[src/occ_pkg.sv]
// occ_pkg: register map, field layout and mode codes of the output
// compare channel; shared by the channel and its bench.
package occ_pkg;

   // register word addresses (byte addresses, one aligned word each)
   localparam logic [3:0]  OCC_ADDR_CTRL   = 4'h0;
   localparam logic [3:0]  OCC_ADDR_PRI    = 4'h4;
   localparam logic [3:0]  OCC_ADDR_SEC    = 4'h8;
   localparam logic [3:0]  OCC_ADDR_STAT   = 4'hc;

   // control register field positions
   localparam int          OCC_MODE_LO     = 0;
   localparam int          OCC_TSEL_BIT    = 3;
   localparam int          OCC_FLT_BIT     = 4;
   localparam int          OCC_IDLE_BIT    = 13;
   localparam logic [15:0] OCC_CTRL_WMASK  = 16'h200f;
   localparam logic [15:0] OCC_CTRL_RST    = 16'h0000;
   localparam logic [15:0] OCC_CMP_RST     = 16'h0000;
   localparam logic [15:0] OCC_ZERO16      = 16'h0000;

   // channel index; only the first two may raise a transfer request
   localparam logic [2:0]  OCC_DMA_CHANNELS = 3'h2;

   // channel index limit of the fault interrupt
   localparam logic [2:0]  OCC_FLT_CHANNELS = 3'h4;

   typedef enum logic [2:0] {
      OCC_OFF       = 3'h0,
      OCC_ONE_LOW   = 3'h1,
      OCC_ONE_HIGH  = 3'h2,
      OCC_TOGGLE    = 3'h3,
      OCC_DLY_ONE   = 3'h4,
      OCC_CONT      = 3'h5,
      OCC_PWM       = 3'h6,
      OCC_PWM_FLT   = 3'h7
   } occ_mode_t;

   // avalon-mm slave request bundle
   typedef struct packed {
      logic [3:0]  address;
      logic        read;
      logic        write;
      logic [31:0] writedata;
      logic [3:0]  byteenable;
   } occ_avs_req_t;

endpackage : occ_pkg

[src/occ_channel.sv]
// occ_channel: one output compare channel with avalon-mm register access.
// assumes timer counts and idle/fault inputs are synchronous to clk.
// registers are 16 bits wide, in the low half of each 32-bit access.
//
// Overview of operation
// - compare selected timer, change pin on match
// - mode zero: disabled, pin to gpio, no irq
// - one-shot low: start low, match sets, irq rising
// - one-shot high: start high, match clears, irq falling
// - toggle: keep level, invert on match, both edges
// - delayed one-shot: one pulse, irq on fall
// - continuous pulse: repeating pulses, irq each fall
// - pwm: start per primary value, no irq
// - pwm fault: fault falling edge gives irq on channels one to four
// - fault flag bit 4, hardware cleared only
// - bit 3 picks third timer, else second
// - bit 13 halts channel during cpu idle
// - only channels one and two request dma
// - mode in bits 2-0, unimplemented read zero
//
// Implementation choices: the Avalon-MM interface to the registers and the register addresses.
`timescale 1ns/1ps

module occ_channel
   import occ_pkg::*;
#(
   parameter logic [2:0] CHANNEL_ID = 3'h1
)
(
   input  wire logic        clk,
   input  wire logic        rst_n,
   input  wire logic [3:0]  avs_address,
   input  wire logic        avs_read,
   input  wire logic        avs_write,
   input  wire logic [31:0] avs_writedata,
   input  wire logic [3:0]  avs_byteenable,
   output logic [31:0]      avs_readdata,
   output logic             avs_waitrequest,
   input  wire logic [15:0] second_timer,
   input  wire logic [15:0] third_timer,
   input  wire logic        cpu_idle,
   input  wire logic        shared_fault_input,
   output logic             compare_output_pin,
   output logic             compare_output_pin_oe,
   output logic             compare_irq,
   output logic             compare_dma_req
);

   logic [15:0] compare_control_reg;
   logic [15:0] primary_compare_reg;
   logic [15:0] secondary_compare_reg;
   logic [15:0] duty_r;
   logic        pin_r;
   logic        pulse_done_r;
   logic        fault_prev_r;
   logic        pwm_fault_flag;
   occ_mode_t   mode_r;
   occ_avs_req_t req;
   logic        load_r;

   // bus request bundle
   assign req = '{address: avs_address, read: avs_read, write: avs_write,
                  writedata: avs_writedata, byteenable: avs_byteenable};

   // low lane mask helper used by every register write
   function automatic logic [15:0] occ_merge(input logic [15:0] old_v,
                                             input logic [31:0] wd,
                                             input logic [3:0]  be);
      logic [15:0] v;
      v = old_v;
      if (be[0])
      begin
         v[7:0] = wd[7:0];
      end
      if (be[1])
      begin
         v[15:8] = wd[15:8];
      end
      return v;
   endfunction : occ_merge

   // channel index against a limit; used by the fault irq and dma gates
   function automatic logic occ_id_upto(input logic [2:0] limit);
      return (CHANNEL_ID <= limit);
   endfunction : occ_id_upto

   logic        wr_go;
   logic        rd_go;
   logic [15:0] tbase;
   logic        run;
   logic        match_pri;
   logic        match_sec;
   logic        fault_fall;
   occ_mode_t   mode_cfg;

   // one wait cycle per access: a write lands at the edge where
   // waitrequest is seen low; read data are loaded one edge earlier,
   // while waitrequest is still high, so they stand at that same edge
   assign wr_go = req.write & ~avs_waitrequest;
   assign rd_go = req.read & avs_waitrequest;
   assign mode_cfg = occ_mode_t'(compare_control_reg[OCC_MODE_LO +: 3]);
   // timer source select
   assign tbase = compare_control_reg[OCC_TSEL_BIT] ? third_timer
                                                    : second_timer;
   // idle stop freezes the output state machine and the fault flag set; a mode load still goes through
   assign run = ~(compare_control_reg[OCC_IDLE_BIT] & cpu_idle);
   // both compares run every cycle; the mode picks which of them count
   assign match_pri = (tbase == primary_compare_reg);
   assign match_sec = (tbase == secondary_compare_reg);
   assign fault_fall = fault_prev_r & ~shared_fault_input;

   // waitrequest handshake: high, then low for one cycle per request
   // a request still held after its taking edge counts as a new one
   always_ff @(posedge clk or negedge rst_n)
   begin
      if (!rst_n)
         avs_waitrequest <= 1'b1;
      else if ((req.read | req.write) & avs_waitrequest)
         avs_waitrequest <= 1'b0;
      else
         avs_waitrequest <= 1'b1;
   end

   // register writes; timer should be stopped by software first
   // reserved control bits are masked here, so they always read zero
   always_ff @(posedge clk or negedge rst_n)
   begin
      if (!rst_n)
      begin
         compare_control_reg   <= OCC_CTRL_RST;
         primary_compare_reg   <= OCC_CMP_RST;
         secondary_compare_reg <= OCC_CMP_RST;
      end
      else if (wr_go)
      begin
         case (req.address)
            OCC_ADDR_CTRL: compare_control_reg <= occ_merge(
               compare_control_reg, req.writedata, req.byteenable)
               & OCC_CTRL_WMASK;
            OCC_ADDR_PRI: primary_compare_reg <= occ_merge(
               primary_compare_reg, req.writedata, req.byteenable);
            OCC_ADDR_SEC: secondary_compare_reg <= occ_merge(
               secondary_compare_reg, req.writedata, req.byteenable);
            default: ;
         endcase
      end
   end

   // read mux; unimplemented and unmapped bits read zero
   // data are cleared at the taking edge, so idle cycles read zero
   always_ff @(posedge clk or negedge rst_n)
   begin
      if (!rst_n)
         avs_readdata <= 32'h0000_0000;
      else if (rd_go)
      begin
         case (req.address)
            OCC_ADDR_CTRL: avs_readdata <= {OCC_ZERO16,
               (compare_control_reg & OCC_CTRL_WMASK)
               | (16'(pwm_fault_flag) << OCC_FLT_BIT)};
            OCC_ADDR_PRI:  avs_readdata <= {OCC_ZERO16, primary_compare_reg};
            OCC_ADDR_SEC:  avs_readdata <= {OCC_ZERO16,
                                            secondary_compare_reg};
            OCC_ADDR_STAT: avs_readdata <= {OCC_ZERO16, tbase};
            default:       avs_readdata <= 32'h0000_0000;
         endcase
      end
      else
         avs_readdata <= 32'h0000_0000;
   end

   // fault edge history
   always_ff @(posedge clk or negedge rst_n)
   begin
      if (!rst_n)
         fault_prev_r <= 1'b1;
      else
         fault_prev_r <= shared_fault_input;
   end

   // fault flag: set by fault, cleared by hardware on leaving mode 111
   // set and clear never meet: the clear only acts outside mode 111
   always_ff @(posedge clk or negedge rst_n)
   begin
      if (!rst_n)
         pwm_fault_flag <= 1'b0;
      else if (mode_cfg != OCC_PWM_FLT)
         pwm_fault_flag <= 1'b0;
      else if (run & fault_fall)
         pwm_fault_flag <= 1'b1;
   end

   // marks the cycle after a mode load: the pin stage still shows the
   // old level there, and that entry step must not count as an edge
   always_ff @(posedge clk or negedge rst_n)
   begin
      if (!rst_n)
         load_r <= 1'b0;
      else
         load_r <= (mode_r != mode_cfg);
   end

   // output state machine; mode change loads the initial pin level
   // a mode load goes through even while idle stop holds the rest
   always_ff @(posedge clk or negedge rst_n)
   begin
      if (!rst_n)
      begin
         mode_r       <= OCC_OFF;
         pin_r        <= 1'b0;
         pulse_done_r <= 1'b0;
         duty_r       <= OCC_CMP_RST;
      end
      else if (mode_r != mode_cfg)
      begin
         mode_r       <= mode_cfg;
         pulse_done_r <= 1'b0;
         duty_r       <= primary_compare_reg;
         case (mode_cfg)
            OCC_ONE_LOW:  pin_r <= 1'b0;
            OCC_ONE_HIGH: pin_r <= 1'b1;
            OCC_TOGGLE:   pin_r <= pin_r;
            OCC_DLY_ONE,
            OCC_CONT:     pin_r <= 1'b0;
            OCC_PWM,
            OCC_PWM_FLT:  pin_r <= (primary_compare_reg != OCC_ZERO16);
            default:      pin_r <= 1'b0;
         endcase
      end
      else if (run)
      begin
         case (mode_r)
            OCC_ONE_LOW:
            begin
               if (match_pri)
                  pin_r <= 1'b1;
            end
            OCC_ONE_HIGH:
            begin
               if (match_pri)
                  pin_r <= 1'b0;
            end
            OCC_TOGGLE:
            begin
               if (match_pri)
                  pin_r <= ~pin_r;
            end
            OCC_DLY_ONE:
            begin
               // single pulse: primary leads, secondary trails
               if (!pulse_done_r && !pin_r && match_pri)
                  pin_r <= 1'b1;
               else if (pin_r && match_sec)
               begin
                  pin_r        <= 1'b0;
                  pulse_done_r <= 1'b1;
               end
            end
            OCC_CONT:
            begin
               if (!pin_r && match_pri)
                  pin_r <= 1'b1;
               else if (pin_r && match_sec)
                  pin_r <= 1'b0;
            end
            OCC_PWM,
            OCC_PWM_FLT:
            begin
               // period boundary at timer zero reloads duty from secondary
               if (tbase == OCC_ZERO16)
               begin
                  duty_r <= secondary_compare_reg;
                  pin_r  <= (secondary_compare_reg != OCC_ZERO16);
               end
               else if (tbase == duty_r)
                  pin_r <= 1'b0;
               // a fault, or a flag still set, holds the pin low
               if (mode_r == OCC_PWM_FLT && (fault_fall | pwm_fault_flag))
                  pin_r <= 1'b0;
            end
            default: pin_r <= 1'b0;
         endcase
      end
   end

   // pin drive: a register stage after pin_r, released when disabled
   // the stage keeps the pin glitch-free, at one clock of latency
   always_ff @(posedge clk or negedge rst_n)
   begin
      if (!rst_n)
      begin
         compare_output_pin    <= 1'b0;
         compare_output_pin_oe <= 1'b0;
      end
      else
      begin
         compare_output_pin    <= pin_r;
         compare_output_pin_oe <= (mode_r != OCC_OFF);
      end
   end

   // interrupt pulse taken from pin edges in the live mode, from the fault falling edge in mode 111 on channels one to four
   logic edge_ok;
   logic pin_rise;
   logic pin_fall;
   logic irq_nxt;
   // no edge is counted while a mode change or its entry level settles
   assign edge_ok = (mode_r == mode_cfg) & ~load_r;
   assign pin_rise = ~compare_output_pin & pin_r & edge_ok;
   assign pin_fall = compare_output_pin & ~pin_r & edge_ok;

   always_comb
   begin
      case (mode_r)
         OCC_ONE_LOW:  irq_nxt = pin_rise;
         OCC_ONE_HIGH: irq_nxt = pin_fall;
         OCC_TOGGLE:   irq_nxt = pin_rise | pin_fall;
         OCC_DLY_ONE,
         OCC_CONT:     irq_nxt = pin_fall;
         OCC_PWM_FLT:  irq_nxt = run & fault_fall
                                 & occ_id_upto(OCC_FLT_CHANNELS);
         default:      irq_nxt = 1'b0;
      endcase
   end

   // irq pulse and dma request, dma only on the first two channels
   // both come from irq_nxt, so a dma request never lags its irq
   always_ff @(posedge clk or negedge rst_n)
   begin
      if (!rst_n)
      begin
         compare_irq     <= 1'b0;
         compare_dma_req <= 1'b0;
      end
      else
      begin
         compare_irq     <= irq_nxt;
         compare_dma_req <= irq_nxt & occ_id_upto(OCC_DMA_CHANNELS);
      end
   end

endmodule : occ_channel

[config.mk]
export PLATFORM = sky130hd
export DESIGN_NAME = occ_channel
export DESIGN_NICKNAME = d
export VERILOG_FILES = /design/src/occ_pkg.sv /design/src/occ_channel.sv
export SDC_FILE = /design/constraint.sdc
export NUM_CORES = 1
export LEC_CHECK = 0
export ABC_AREA = 1
export BUFFER_PORTS_ARGS = -buffer_cell sky130_fd_sc_hd__clkbuf_2
export CAP_MARGIN = 20
export CORE_ASPECT_RATIO = 1.4
export CORE_MARGIN = 5
export CORE_UTILIZATION = 50
export DETAILED_ROUTE_END_ITERATION = 10
export GPL_TIMING_DRIVEN = 0
export PLACE_DENSITY = 0.77
export SLEW_MARGIN = 5
export SYNTH_ARGS = -nofsm -noshare
export SYNTH_HDL_FRONTEND = slang
export SYNTH_SLANG_ARGS = --single-unit
[constraint.sdc]
create_clock -name clk -period 1.8 [get_ports clk]
set_input_delay 0.36 -clock clk [delete_from_list [all_inputs] [get_ports clk]]
set_output_delay 0.36 -clock clk [all_outputs]
set_load 0.02 [all_outputs]
==> impl_metrics.env <==
export IMPL_grtUsageTotal=0.259
export IMPL_path_clk_slew_ps=60
export IMPL_rrSetupSlack_ps=-280
export IMPL_cts_buffer_depth=2
export IMPL_yosys_area_top_type="dfrtp_1"
export IMPL_synth_most_common_cell="nand2_1"
export IMPL_yosys_area_top_type_share=0.376
export IMPL_setup_slack_ps=-279
export IMPL_clock_power_share=0.267
export IMPL_drv_cap=0
export IMPL_slowest_delay_ps=470
export IMPL_synth_top_family_by_area="simple AND/OR/NAND/NOR gates"
export IMPL_drt_drc_violations_left=0
export IMPL_drv_slew=0
export IMPL_final_area_sq_um=6620
export IMPL_ant_nets=0
export IMPL_grt_ovfl_total=0
export IMPL_synth_compound_gate_area_share=0.150
export IMPL_timing_hold_ws_ps=-3.30
export IMPL_ys_seq_elements=81
export IMPL_root_buffer="clkbuf_16"
export IMPL_power_switching_mw=3.16
export IMPL_via_count=5493
export IMPL_wirelength_um=16700
export IMPL_timing_rr_start="compare_control_reg[3]"
export IMPL_cts_max_level=3
export IMPL_arrival_ps=2310
export IMPL_nets=963
export IMPL_clock_latency_ps=350
export IMPL_cts_sinks=81
export IMPL_yosysWarningCount=0
export IMPL_failed_checks="negative hold slack, negative setup slack"
export IMPL_dr_pass1_iters=5
export IMPL_synthSimpleGateAreaFrac=0.319
export IMPL_grt_pass1_wl_um=26400
export IMPL_synth_top_cells_by_area="dfrtp_1 (38%), nand2_1 (21%), inv_1 (8.6%)"
export IMPL_setup_viol=18
export IMPL_use_met1=0.321
export IMPL_power_leakage_nw=3.57
export IMPL_finalWeightedCongestion=0.988
export IMPL_period_needed_ps=2080
export IMPL_die_w_um=96.7
export IMPL_hold_class="input pin to asynchronous set/reset pin"
export IMPL_status="finished with violations"
export IMPL_ff2ff_path_depth=12
export IMPL_use_met2=0.435
export IMPL_power_density_nw_per_um2=1210
export IMPL_ir_drop_mv=0.562
export IMPL_synthCells=771
export IMPL_period_share=1.16
export IMPL_initial_utilization=0.508
export IMPL_ioPinCount=115
export IMPL_finalSetupTns_ps=-4150
export IMPL_swShare=0.396
export IMPL_crit_path_end_kind="flip-flop"
export IMPL_startpoint="compare_control_reg[3]"
export IMPL_antenna_cells=0
export IMPL_async_flop_share=1.00
export IMPL_worstPathMaxFanout=5
export IMPL_fp_row_count=44
export IMPL_synth_mux_area_frac=0
export IMPL_antenna_found_initial=0
export IMPL_synth_area_per_cell_sq_um=6.82
export IMPL_met3_usage=0.0514
export IMPL_yosysUniqueCellTypes=37
export IMPL_mappedNetlistArea_sq_um=5260
export IMPL_vias_per_cell=5.34
export IMPL_yosys_area_share_adder=0
export IMPL_cpMaxStageDelayCell="dfrtp_2"
export IMPL_critical_path_class="flip-flop to flip-flop"
export IMPL_synth_edf_count=0
export IMPL_cts_tree="built"
export IMPL_timing_hold_violations_final=2
export IMPL_n_fill_cell=951
export IMPL_core_area_sq_um=10300
export IMPL_start_kind="flip-flop"
export IMPL_cp_required_ps=2030
export IMPL_drt_iter0_markers=415
export IMPL_ys_seq_area_frac=0.386
export IMPL_crit_top_cell="a21oi_2"
export IMPL_hold_buffers=0
export IMPL_tightest_slew_ps=588
export IMPL_io_buffers=80
export IMPL_dieHeight_um=131
export IMPL_clock_skew_ps=8.02
export IMPL_wl_per_cell_um=16.2
export IMPL_cp_cell_sequence="inv_4, nand2_1, nand2_4, nor2_2, nand4_1, nor2_4, buf_4, nor2_1, nand2_2, nand3_2, a21oi_2, a21oi_2"
export IMPL_first_global_vias=5217
export IMPL_cts_buffers=9
export IMPL_worst_r2r_endpoint="pin_r"
export IMPL_synth_xor_area_frac=0.00499
export IMPL_relSlewSlack=0.605
export IMPL_postPlaceCellArea_sq_um=5920
export IMPL_pwr_share_seq=0.310
export IMPL_synth_common_cells="nand2_1 (295), inv_1 (121), dfrtp_1 (79)"
export IMPL_dieArea_sq_um=12700
export IMPL_fmax_ghz=0.481
export IMPL_synthFlopType="dfrtp_1"
export IMPL_drive_above_1_share=0.255
export IMPL_grt_busiest_layer="met2"
export IMPL_p_int_mw=4.82
export IMPL_grt_max_degree=53
export IMPL_hpwlAfterDp_um=12000
export IMPL_grt_setup_unrepaired="yes"
export IMPL_combinationalPowerShare=0.424
export IMPL_area_growth_syn_to_layout_pct=25.8
[power groups by stage]
stage / logic (mW) / clock network (mW) / registers [mW]
4_1_cts: 3.16 / 2.13 / 2.45
5_1_grt: 3.69 / 2.20 / 2.50
3_3_place_gp: 2.82 / 0 / 2.47
3_5_place_dp: 2.86 / 0 / 2.47
6_report: 3.38 / 2.13 / 2.47
2_1_floorplan: 2.10 / 0 / 2.43
[routing by layer]
metal  wire [um]  up-vias
li1            -     2629
met3        1190       46
met5           0        -
met4         566        0
met1        6620     2557
met2        8300      261
[stage by stage]
stage	utilization	std cells	setup WS, ps	hold slack, ps	power (mW)
global route	0.639	1028	-320	30.3	8.39
finish	0.639	1028	-279	-3.30	7.98
floorplan	-	786	128	64.4	4.53
CTS	0.628	1027	-176	5.25	7.74
detailed placement	0.572	1005	-416	362	5.34
global placement	0.569	1004	-455	415	5.29
[cells in the final DEF (no fill, tap or decap), types with 7 or more instances in the layout]
master / instances
buf_4: 22
nand3_1: 29
dfrtp_1: 78
o221ai_1: 7
clkbuf_2: 83
o211ai_2: 14
o21ai_0: 41
nor2_1: 45
inv_1: 121
nand2_1: 268
nor2_2: 10
nand2_2: 31
o22ai_1: 9
conb_1: 16
o21ai_2: 14
clkbuf_16: 10
nand4_1: 7
[logic make-up after synthesis]
kind of cell	Yosys count
xor+xnor	3
other cells	1
compound gates	109
buf+inv	164
flops	81
simple gates	413
[how the worst max path moves through the flow]
stage                                endpoint  slack, ps
detailed placement  secondary_compare_reg[10]       -420
global placement             avs_readdata[11]       -450
CTS                                     pin_r       -180
global route                            pin_r       -320
floorplan                          duty_r[10]        130
finish                                  pin_r       -280
[repair_timing]
item / 4_1_cts / 5_1_grt
gates resized for setup: 50 / 28
endpoints found under the setup margin: 34 / 48
setup buffers: 4 / 1
pin swaps: 9 / 17
cloned: 2 / 1
[worst max-delay path, delay by kind of cell (launching register included)]
family / cells / cell delay, ps
AND/OR/NAND/NOR: 8 / 1060
flip-flops: 1 / 470
buffers and inverters: 2 / 210
AO/OA/AOI/OAI: 2 / 210
[area by class of cell]
class | count | area, sq um | area share
multi-input combinational | 541 | 2730 | 0.413
clock buffer | 13 | 280 | 0.0424
buffer | 40 | 325 | 0.0492
sequential | 81 | 2030 | 0.307
inverter | 123 | 464 | 0.0702
clock inverter | 3 | 68.8 | 0.0104
tap | 138 | 173 | 0.0261
timing repair buffer | 89 | 544 | 0.0823
(Power assumes the default switching activity.)
